--- config.mk ---
export PLATFORM = sky130hd
export DESIGN_NAME = rpd_top
export DESIGN_NICKNAME = d
export VERILOG_FILES = /design/src/core/rpd_pkg.sv /design/src/core/rpd_top.sv
export SDC_FILE = /design/constraint.sdc
export NUM_CORES = 1
export LEC_CHECK = 0
export BUFFER_PORTS_ARGS = -buffer_cell sky130_fd_sc_hd__buf_2
export CAP_MARGIN = 10
export CORE_AREA = 5 5 113 115
export CTS_BUF_LIST = sky130_fd_sc_hd__clkbuf_4 sky130_fd_sc_hd__clkbuf_8 sky130_fd_sc_hd__clkbuf_16
export CTS_CLUSTER_SIZE = 30
export DETAILED_ROUTE_END_ITERATION = 7
export DIE_AREA = 0 0 118 120
export GPL_ROUTABILITY_DRIVEN = 0
export PLACE_DENSITY = 0.8
export SLEW_MARGIN = 20
export SYNTH_ARGS = -nofsm -noshare
export SYNTH_HDL_FRONTEND = slang
export SYNTH_SLANG_ARGS = --single-unit
export TNS_END_PERCENT = 30
--- constraint.sdc ---
create_clock -name clk -period 4.1 [get_ports clk]
set_clock_uncertainty 0.05 [all_clocks]
set_input_delay 0.615 -clock clk [delete_from_list [all_inputs] [get_ports clk]]
set_output_delay 0.615 -clock clk [all_outputs]
set_load 0.05 [all_outputs]
--- src/core/rpd_pkg.sv ---
// shared constants and types for the reed pulse debounce and calibration
package rpd_pkg;

    ////////////////////////////////////////////////////////////////////////
    localparam int RTC_KHZ        = 32;
    localparam int SAMPLE_US      = 250;
    localparam int RTC_PER_SAMPLE = SAMPLE_US * RTC_KHZ / 1000;
    localparam int TEST_US        = 750;
    localparam int SMP_PER_TEST   = TEST_US / SAMPLE_US;
    localparam int CAL_TESTS      = 28;

    localparam logic [4:0] LAST_CODE = 5'(CAL_TESTS - 1);
    localparam logic [1:0] LAST_SUB  = 2'(SMP_PER_TEST - 1);

    ////////////////////////////////////////////////////////////////////////
    localparam logic [7:0] ADDR_CTRL  = 8'h00;
    localparam logic [7:0] ADDR_MODE  = 8'h04;
    localparam logic [7:0] ADDR_RISE  = 8'h08;
    localparam logic [7:0] ADDR_FALL  = 8'h0C;
    localparam logic [7:0] ADDR_PUCFG = 8'h10;
    localparam logic [7:0] ADDR_STS   = 8'h14;
    localparam logic [7:0] ADDR_MSK   = 8'h18;
    localparam logic [7:0] ADDR_STATE = 8'h1C;

    localparam int CTRL_START = 0;
    localparam int CTRL_SEL   = 1;
    localparam int PU_BUSY    = 5;
    localparam int PU_FAIL    = 6;
    localparam int STS_OPEN   = 0;
    localparam int STS_DONE   = 1;
    localparam int STS_FAIL   = 2;

    localparam logic [7:0] RISE_RST = 8'h04;
    localparam logic [7:0] FALL_RST = 8'h04;
    localparam logic [1:0] RESP_OK  = 2'h0;
    localparam logic [1:0] RESP_ERR = 2'h2;

    ////////////////////////////////////////////////////////////////////////
    typedef enum logic {CAL_IDLE, CAL_TEST} rpd_cal_t;

    typedef struct packed {
        logic [7:0] cnt;
        logic       out;
    } rpd_int_t;

    typedef struct packed {
        logic        awvalid;
        logic [7:0]  awaddr;
        logic        wvalid;
        logic [31:0] wdata;
        logic [3:0]  wstrb;
        logic        bready;
        logic        arvalid;
        logic [7:0]  araddr;
        logic        rready;
    } rpd_axi_req_t;

    typedef struct packed {
        logic        awready;
        logic        wready;
        logic        bvalid;
        logic [1:0]  bresp;
        logic        arready;
        logic        rvalid;
        logic [31:0] rdata;
        logic [1:0]  rresp;
    } rpd_axi_rsp_t;

endpackage

--- src/core/rpd_top.sv ---
// reed pulse debounce integrators, sampler and pull-up calibration engine
`timescale 1ns/1ps

////////////////////////////////////////////////////////////////////////////
// Behaviour
// - calibration tests only the input chosen by a software select bit
// - during calibration integrators ignore inputs and counters are held
// - at most 28 pull-up tests, each three sample periods long
// - calibration stops early at the first strength that succeeds
// - calibration fails when the selected input stays low throughout
// - chosen strength is written into the five-bit pull-up code field
// - one pull-up code drives both pulse inputs alike
// - a flag is set when the monitored switch opens
// - inputs are sampled only on ticks derived from the slow clock
// - sample period selectable from 250 us to 2 ms by mode register
// - integrators take sampled inputs and feed the counter outputs
// - output rises once accumulated high samples reach rise threshold
// - output falls once accumulated low samples reach fall threshold
// - samples accumulate, so a stray sample does not restart debounce
// - high level means switch open, low level means switch closed
module rpd_top
    import rpd_pkg::*;
(
    input  wire logic         clk,
    input  wire logic         sys_rst,
    input  wire rpd_axi_req_t axi_req,
    output rpd_axi_rsp_t      axi_rsp,
    input  wire logic         pulse_input_a,
    input  wire logic         pulse_input_b,
    input  wire logic         slow_timebase_clock,
    output logic [4:0]        pullup_strength_code,
    output logic              counter_in_a,
    output logic              counter_in_b,
    output logic              count_hold,
    output logic              irq
);

    ////////////////////////////////////////////////////////////////////////
    typedef struct packed {
        logic         a_s1;
        logic         a_s2;
        logic         b_s1;
        logic         b_s2;
        logic         r_s1;
        logic         r_s2;
        logic         r_s3;
        logic [6:0]   div;
        logic         tick;
        logic         smp_a;
        logic         smp_b;
        rpd_int_t     int_a;
        rpd_int_t     int_b;
        rpd_cal_t     cal;
        logic [4:0]   idx;
        logic [1:0]   sub;
        logic [4:0]   code;
        logic         fail;
        logic         hold;
        logic         sel;
        logic [1:0]   rate;
        logic [7:0]   rise;
        logic [7:0]   fall;
        logic [2:0]   sts;
        logic [2:0]   msk;
        logic         irq;
        logic         awv;
        logic [7:0]   awa;
        logic         wv;
        logic [31:0]  wd;
        logic [3:0]   ws;
        rpd_axi_rsp_t rsp;
    } rpd_state_t;

    rpd_state_t st_q;
    rpd_state_t st_d;

    ////////////////////////////////////////////////////////////////////////
    // high sample counts toward flipping a low output and vice versa;
    // opposite samples decay the count instead of clearing it
    function automatic rpd_int_t integ(rpd_int_t s, logic smp,
                                       logic [7:0] rise, logic [7:0] fall);
        rpd_int_t r;
        r = s;
        if (smp != s.out) begin
            if (s.cnt != 8'hFF) begin
                r.cnt = s.cnt + 8'h01;
            end
            if (r.cnt >= (s.out ? fall : rise)) begin
                r.out = smp;
                r.cnt = 8'h00;
            end
        end else if (s.cnt != 8'h00) begin
            r.cnt = s.cnt - 8'h01;
        end
        return r;
    endfunction

    function automatic logic [31:0] rd_word(logic [7:0] a, rpd_state_t s);
        logic [31:0] w;
        w = 32'h0000_0000;
        case (a)
            ADDR_CTRL:  w[CTRL_SEL] = s.sel;
            ADDR_MODE:  w[1:0] = s.rate;
            ADDR_RISE:  w[7:0] = s.rise;
            ADDR_FALL:  w[7:0] = s.fall;
            ADDR_PUCFG: begin
                w[4:0] = s.code;
                w[PU_BUSY] = s.hold;
                w[PU_FAIL] = s.fail;
            end
            ADDR_STS:   w[2:0] = s.sts;
            ADDR_MSK:   w[2:0] = s.msk;
            ADDR_STATE: w[3:0] = {s.smp_b, s.smp_a,
                                  s.int_b.out, s.int_a.out};
            default:    w = 32'h0000_0000;
        endcase
        return w;
    endfunction

    function automatic logic mapped(logic [7:0] a);
        return (a[7:5] == 3'h0) && (a[1:0] == 2'h0);
    endfunction

    ////////////////////////////////////////////////////////////////////////
    logic       wr_go;
    logic       start;
    logic       new_a;
    logic       new_b;
    logic       sel_old;
    logic       sel_new;
    logic       open_ev;
    logic [2:0] ev;
    logic [2:0] clr;
    logic [6:0] div_last;

    always_comb begin
        st_d    = st_q;
        ev      = 3'h0;
        clr     = 3'h0;
        start   = 1'b0;
        // first stage feeds only the second stage
        st_d.a_s1 = pulse_input_a;
        st_d.a_s2 = st_q.a_s1;
        st_d.b_s1 = pulse_input_b;
        st_d.b_s2 = st_q.b_s1;
        st_d.r_s1 = slow_timebase_clock;
        st_d.r_s2 = st_q.r_s1;
        st_d.r_s3 = st_q.r_s2;

        // sample tick every 8, 16, 32 or 64 slow clock edges
        div_last  = (7'(RTC_PER_SAMPLE) << st_q.rate) - 7'h01;
        st_d.tick = 1'b0;
        if (st_q.r_s2 && !st_q.r_s3) begin
            if (st_q.div >= div_last) begin
                st_d.div  = 7'h00;
                st_d.tick = 1'b1;
            end else begin
                st_d.div = st_q.div + 7'h01;
            end
        end

        // levels are latched only on the tick, high means open
        new_a   = st_q.tick ? st_q.a_s2 : st_q.smp_a;
        new_b   = st_q.tick ? st_q.b_s2 : st_q.smp_b;
        st_d.smp_a = new_a;
        st_d.smp_b = new_b;
        sel_old = st_q.sel ? st_q.smp_b : st_q.smp_a;
        sel_new = st_q.sel ? new_b : new_a;
        open_ev = st_q.tick && !sel_old && sel_new;
        ev[STS_OPEN] = open_ev;

        // integrators frozen while calibration drives the pull-ups
        if (st_q.tick && st_q.cal == CAL_IDLE) begin
            st_d.int_a = integ(st_q.int_a, new_a,
                               st_q.rise, st_q.fall);
            st_d.int_b = integ(st_q.int_b, new_b,
                               st_q.rise, st_q.fall);
        end

        ////////////////////////////////////////////////////////////////////
        // register bus, write side
        wr_go = st_q.awv && st_q.wv && !st_q.rsp.bvalid;
        if (axi_req.awvalid && st_q.rsp.awready) begin
            st_d.awv = 1'b1;
            st_d.awa = axi_req.awaddr;
        end
        if (axi_req.wvalid && st_q.rsp.wready) begin
            st_d.wv = 1'b1;
            st_d.wd = axi_req.wdata;
            st_d.ws = axi_req.wstrb;
        end
        if (st_q.rsp.bvalid && axi_req.bready) begin
            st_d.rsp.bvalid = 1'b0;
        end
        if (wr_go) begin
            st_d.awv = 1'b0;
            st_d.wv  = 1'b0;
            st_d.rsp.bvalid = 1'b1;
            st_d.rsp.bresp  = mapped(st_q.awa) ? RESP_OK : RESP_ERR;
            if (mapped(st_q.awa) && st_q.ws[0]) begin
                case (st_q.awa)
                    ADDR_CTRL: begin
                        start = st_q.wd[CTRL_START];
                        if (st_q.cal == CAL_IDLE) begin
                            st_d.sel = st_q.wd[CTRL_SEL];
                        end
                    end
                    ADDR_MODE: st_d.rate = st_q.wd[1:0];
                    ADDR_RISE: st_d.rise = st_q.wd[7:0];
                    ADDR_FALL: st_d.fall = st_q.wd[7:0];
                    ADDR_PUCFG: begin
                        if (st_q.cal == CAL_IDLE) begin
                            st_d.code = st_q.wd[4:0];
                        end
                    end
                    ADDR_STS:  clr = st_q.wd[2:0];
                    ADDR_MSK:  st_d.msk = st_q.wd[2:0];
                    default:   clr = 3'h0;
                endcase
            end
        end
        st_d.rsp.awready = !st_d.awv;
        st_d.rsp.wready  = !st_d.wv;

        // register bus, read side
        if (st_q.rsp.rvalid && axi_req.rready) begin
            st_d.rsp.rvalid = 1'b0;
        end
        if (axi_req.arvalid && st_q.rsp.arready) begin
            st_d.rsp.rvalid = 1'b1;
            st_d.rsp.rdata  = rd_word(axi_req.araddr, st_q);
            st_d.rsp.rresp  = mapped(axi_req.araddr) ? RESP_OK : RESP_ERR;
        end
        st_d.rsp.arready = !st_d.rsp.rvalid;

        ////////////////////////////////////////////////////////////////////
        // calibration: weakest code first, one test per three samples
        case (st_q.cal)
            CAL_IDLE: begin
                if (start) begin
                    st_d.cal  = CAL_TEST;
                    st_d.idx  = 5'h00;
                    st_d.sub  = 2'h0;
                    st_d.code = 5'h00;
                    st_d.fail = 1'b0;
                end
            end
            CAL_TEST: begin
                if (st_q.tick) begin
                    if (st_q.sub != LAST_SUB) begin
                        st_d.sub = st_q.sub + 2'h1;
                    end else if (sel_new) begin
                        // charged to high: keep this code
                        st_d.cal = CAL_IDLE;
                        st_d.code = st_q.idx;
                        ev[STS_DONE] = 1'b1;
                    end else if (st_q.idx == LAST_CODE) begin
                        st_d.cal  = CAL_IDLE;
                        st_d.fail = 1'b1;
                        ev[STS_DONE] = 1'b1;
                        ev[STS_FAIL] = 1'b1;
                    end else begin
                        st_d.idx  = st_q.idx + 5'h01;
                        st_d.code = st_q.idx + 5'h01;
                        st_d.sub  = 2'h0;
                    end
                end
            end
            default: st_d.cal = CAL_IDLE;
        endcase
        st_d.hold = (st_d.cal == CAL_TEST);

        // a new event beats a clear in the same cycle
        st_d.sts = (st_q.sts & ~clr) | ev;
        st_d.irq = |(st_d.sts & st_d.msk);
    end

    always_ff @(posedge clk) begin
        if (sys_rst) begin
            st_q             <= '0;
            st_q.rise        <= RISE_RST;
            st_q.fall        <= FALL_RST;
            st_q.rsp.awready <= 1'b1;
            st_q.rsp.wready  <= 1'b1;
            st_q.rsp.arready <= 1'b1;
        end else begin
            st_q <= st_d;
        end
    end

    ////////////////////////////////////////////////////////////////////////
    // single code shared by both inputs
    assign pullup_strength_code = st_q.code;
    assign counter_in_a         = st_q.int_a.out;
    assign counter_in_b         = st_q.int_b.out;
    assign count_hold           = st_q.hold;
    assign irq                  = st_q.irq;
    assign axi_rsp              = st_q.rsp;
endmodule

Word-level counts from Yosys, hierarchy flattened
Index checks and enable logic that the tools add are counted.
{"block": "op_classes", "bitwise_logic": 6, "shifts": 1, "muxes": 68, "addsub": 8, "n_reduce_logical": 44, "eq_ne": 27, "magnitude_cmp": 3}
{"op": "$mux W8", "n": 12}
{"op": "$eq A8 B5 Y1 const B", "n": 7}
{"op": "$mux W37", "n": 1}
{"op": "$mux W35", "n": 1}
{"op": "$eq A8 B4 Y1 const B", "n": 4}
{"op": "$mux W14", "n": 2}
{"op": "$pmux W14 S2", "n": 1}
{"op": "$mux W9", "n": 3}
{"op": "$mux W5", "n": 5}
{"op": "$mux W3", "n": 7}
{"op": "$mux W1", "n": 18}
{"op": "$add A8 B1 Y8 const B", "n": 2}
{"op": "$eq A8 B3 Y1 const B", "n": 2}
{"op": "$ge A8 B8 Y1", "n": 2}
{"op": "$logic_not A8 Y1", "n": 2}
{"op": "$ne A8 B8 Y1 const B", "n": 2}
{"op": "$reduce_bool A8 Y1", "n": 2}
{"op": "$sub A8 B1 Y8 const B", "n": 2}
{"op": "$reduce_and A3 Y1", "n": 5}
{"op": "$logic_and A1 B1 Y1", "n": 14}
{"op": "$mux W2", "n": 7}
{"op": "$mux W7", "n": 2}
{"op": "$mux W12", "n": 1}
{"op": "$mux W6", "n": 2}
{"op": "other kinds (31)", "n": 51}
{"block": "totals", "reg_bits": 138, "output_inout_bits": 50}

Logic depth before layout (Yosys ltp)
{"block": "logic_depth", "word_depth": 10, "depth_mapped": 12}

Least setup slack after synthesis
No wires, ideal clock.
{"block": "synth_path", "path_kind": "reg-to-reg", "from": "reg st_q (netlist bit counter_in_b)", "to": "reg st_q[134] (netlist bit)", "synth_period_minus_slack_ns": 3.203, "setup_slack_ns": 0.897, "t_arrival_ns": 3.062, "stages_incl_launch_ff": 9, "path_cell_list": "dfxtp_1 > buf_1 > mux2_2 > ha_1 > nor2b_1 > o21ai_0 > a311oi_1 > nand3_1 > a311oi_1"}
{"block": "synth_via", "elab_chain_cells": 4, "word_cells_on_any_way": 7}
{"item": "start, declared", "line": "rpd_top.sv:74", "text": "rpd_state_t st_q;"}
{"item": "start signal, assigned", "line": "rpd_top.sv:287", "text": "st_q <= st_d;"}
{"item": "$mux W8", "line": "rpd_top.sv:88", "text": "if (r.cnt >= (s.out ? fall : rise)) begin"}
{"item": "$ge A8 B8 Y1", "line": "rpd_top.sv:88"}
{"item": "$mux W9", "line": "rpd_top.sv:88"}
{"item": "$mux W8", "line": "rpd_top.sv:84", "text": "if (smp != s.out) begin"}
Parallel ways exist; a longest one is shown, timed or not.
A chain may end at the register's enable or synchronous reset.

Worst setup path after layout
{"block": "layout_path", "from": "reg st_q[138] (netlist bit)", "to": "reg st_q[139] (netlist bit)"}
{"block": "layout_via", "elab_chain_cells": 7, "word_cells_on_any_way": 13}
{"item": "$add A8 B1 Y8 / $ne A8 B8 Y1 (equally long branches)", "line": "rpd_top.sv:86, rpd_top.sv:85"}
{"item": "$mux W8", "line": "rpd_top.sv:85", "text": "if (s.cnt != 8'hFF) begin"}
{"item": "$mux W8", "line": "rpd_top.sv:84"}
{"item": "$mux W8", "line": "rpd_top.sv:173", "text": "if (st_q.tick && st_q.cal == CAL_IDLE) begin"}
{"item": "$ge A8 B8 Y1", "line": "rpd_top.sv:88"}
{"item": "$mux W9", "line": "rpd_top.sv:88"}
{"item": "$mux W8", "line": "rpd_top.sv:84"}
Parallel ways exist; a longest one is shown, timed or not. The select of a mux whose other input is x is not followed.

==> out/qor.yml <==
critical_path:
  reg2reg_depth: 11
  startpoint_type: "flop"
  arrival_ns: 3.46
  cp_top_family: "simple AND/OR/NAND/NOR gates"
  cp_cell_sequence: "ha_1 -> nand2_1 -> nor3_1 -> mux2_2 -> ha_1 -> nand2_1 -> o21ai_0 -> a311oi_1 -> buf_4 -> a31oi_1 -> a211oi_1"
  end_kind: "flop"
  slowest_stage: "dfxtp_1"
  path_buf_inv: 1
  r2r-start: "st_q[138]$_SDFFE_PP0P_"
  cp.required_ns: 4.33
  crit_fanout: 11
  r2r_slack_ns: 0.86
  slowest_delay_ns: 0.49
  r2r-end: "st_q[139]$_SDFFE_PP0P_"
  crit_type: "reg2reg"
pwr:
  peakVddDrop_mv: 0.2025
  p_comb_frac: 0.087
  p_sw_frac: 0.2683
  power_density_nw_per_um2: 321.5
  p_sw_mw: 0.5935
  power_frac_seq: 0.502
  p_clk_frac: 0.411
  leakagePower_nw: 2.646
  internal_power_mw: 1.618
timing:
  relSlewSlack: 0.3445
  setup_viol_count_final: 0
  max_freq_ghz: 0.3089
  tns_ns: 0
  rsz0062_at_grt: "no"
  slew_violations: 0
  final_hold_viol_count: 0
  worst_pin_slew_ns: 0.9833
  min_period_ns: 3.238
  fin_crit_sh: 0.7897
worst_hold_path:
  holdCritStartpoint: "st_d[161]$_SDFF_PP0_"
  hold_path_class: "reg2reg"
  min_to: "st_q[161]$_SDFF_PP0_"
  holdPathStages: 1
logic_synthesis:
  synth_area_leaders: "dfxtp_1 (34%), mux2i_1 (6.6%), buf_4 (5.3%)"
  yosys_warnings: 0
  synth_seq_cells: 109
  synth_area_um2: 6494
  postSynthAreaPerCell_um2: 8.336
  synthFlopType: "dfxtp_1"
  synth_cell_type_count: 63
  syn_inst: 779
  yosys.area.top_type: "dfxtp_1"
  synth_most_common_cell: "dfxtp_1"
  synth_edf_count: 0
  yosysSeqAreaShare: 0.3360
  synth_top_area_frac: 0.3360
  ys_async_sr_fraction: 0
  synth_commonest_cells: "dfxtp_1 (109), nor2_1 (79), nand2_1 (65)"
final_layout:
  drive_gt1_frac: 0.1345
  multiInputGateArea_um2: 3802
  area_growth_pct: 5.954
  fillerInstances: 1075
  nets: 872
  diodes: 0
  regArea_um2: 2182
  instances_no_fill: 935
placed_design:
  hpwl_mm: 10.53
  numPortBuffers: 58
  dp_cells: 919
route:
  routedWlPerCell_um: 15.63
  routed_wl_mm: 14.62
  viasPerCell: 5.907
  dr.pass1.iters: 5
  drc: 0
  ant_nets: 0
  num_vias: 5523
  first_iter_violations: 425
floorplan:
  chipWidth_um: 118
  initial_core_util: 0.5545
  core_um2: 11710
  die_y_um: 120
  io_pins: 112
  die_area_um2: 14160
  fp-row-count: 40
cts:
  clockBufferDepth: 2
  root_buffer: "clkbuf_16"
  cts_hold_buf: 0
  cts_tree: "done"
  cts_setup_buffers: 0
  cts-buffers-inserted: 9
  clkLatencyLatePin_ns: 0.35
  cts-resized-gates: 0
  clock_sinks: 109
  h-tree-depth: 3
  clk_pin_slew_worst_paths_ns: 0.08
global_route:
  antenna_found_initial: 0
  grt.overflow.total: 0
  grt_pass1_vias: 5060
  gr-usage-all-layers: 0.2069
  grt_max_degree: 56
  grt_pass1_wl_mm: 24.65
run:
  max_cap_viol_count: 0
outcome:
  status: "finished clean"
per-layer routing:
layer  GRT usage  vias up  wire, um
li1            -     2761         -
met1      0.2767     2565      6472
met2      0.3299      165      6746
met3     0.03676       32       984
met4     0.08602        0       413
met5           0        -         0
metrics by stage:
| step | hold slack, ns | instance area, um^2 | setup slack, ns | power (mW) | utilization |
|---|---|---|---|---|---|
| global route | 0.4118 | 6880 | 0.5436 | 2.293 | 0.5875 |
| detailed placement | 0.3793 | 6568 | 1.005 | 1.327 | 0.5608 |
| CTS | 0.3966 | 6880 | 0.8980 | 2.228 | 0.5875 |
| finish | 0.3921 | 6880 | 0.8624 | 2.212 | 0.5875 |
| global placement | 0.3707 | 6568 | 1.040 | 1.324 | 0.5608 |
| floorplan | 0.3638 | 6588 | 0.8968 | 1.314 | - |
cells by family (layout without fill, tap and decap cells):
kind of cell               Yosys count  in the layout  share of synthesized area
adders and majority gates           27             27                    0.05202
other                                1             26                  0.0005775
xor gates and xnor gates            20             20                    0.02697
buffers and inverters              112             96                    0.09287
muxes                               64             64                     0.1096
AOI/OAI and AO/OA                  157            157                     0.1520
and+or+nand+nor                    289            289                     0.2299
DFF                                109            109                     0.3360
power groups by stage:
stage	sequential (mW)	combinational, mW	clock [mW]
after global routing	1.11	0.210	0.969
after floorplan	1.12	0.196	0
final	1.11	0.193	0.909
after CTS	1.11	0.193	0.925
after global placement	1.13	0.190	0
after detailed placement	1.13	0.193	0
registers in the layout (all words and copies together) (netlist names):
signal / cells
axi_rsp: 15
st_q: 81
counter_in_b: 1
pullup_strength_code: 5
st_d: 4
counter_in_a: 1
irq: 1
count_hold: 1
cell usage in the layout, fill, tap and decap left out, types with 26 or more instances in the layout:
master   instances
ha_1            27
nor2_1          79
mux2i_1         43
o21ai_0         27
a21oi_1         52
conb_1          26
nand2_1         65
buf_2           58
dfxtp_1        109
nand3_1         34
final cells by class:
type,instances,area share
Clock buffer,9,0.03273
Sequential cell,109,0.3171
Tap cell,147,0.02673
Clock inverter,7,0.01273
Inverter,15,0.008183
Timing Repair Buffer,65,0.04983
Multi-Input combinational cell,583,0.5526
how the worst max path moves through the flow:
stage,startpoint,endpoint,slack [ns],depth (start not counted)
floorplan,counter_in_b$_SDFFE_PP0P_,st_q[134]$_SDFFE_PP0P_,0.90,8
global placement,st_q[138]$_SDFFE_PP0P_,st_q[139]$_SDFFE_PP0P_,1.04,11
detailed placement,st_q[138]$_SDFFE_PP0P_,st_q[139]$_SDFFE_PP0P_,1.01,11
CTS,st_q[138]$_SDFFE_PP0P_,st_q[139]$_SDFFE_PP0P_,0.90,11
global route,st_q[138]$_SDFFE_PP0P_,st_q[145]$_SDFFE_PP0P_,0.54,11
finish,st_q[138]$_SDFFE_PP0P_,st_q[139]$_SDFFE_PP0P_,0.86,11
Power figures use the tool's default switching activity.
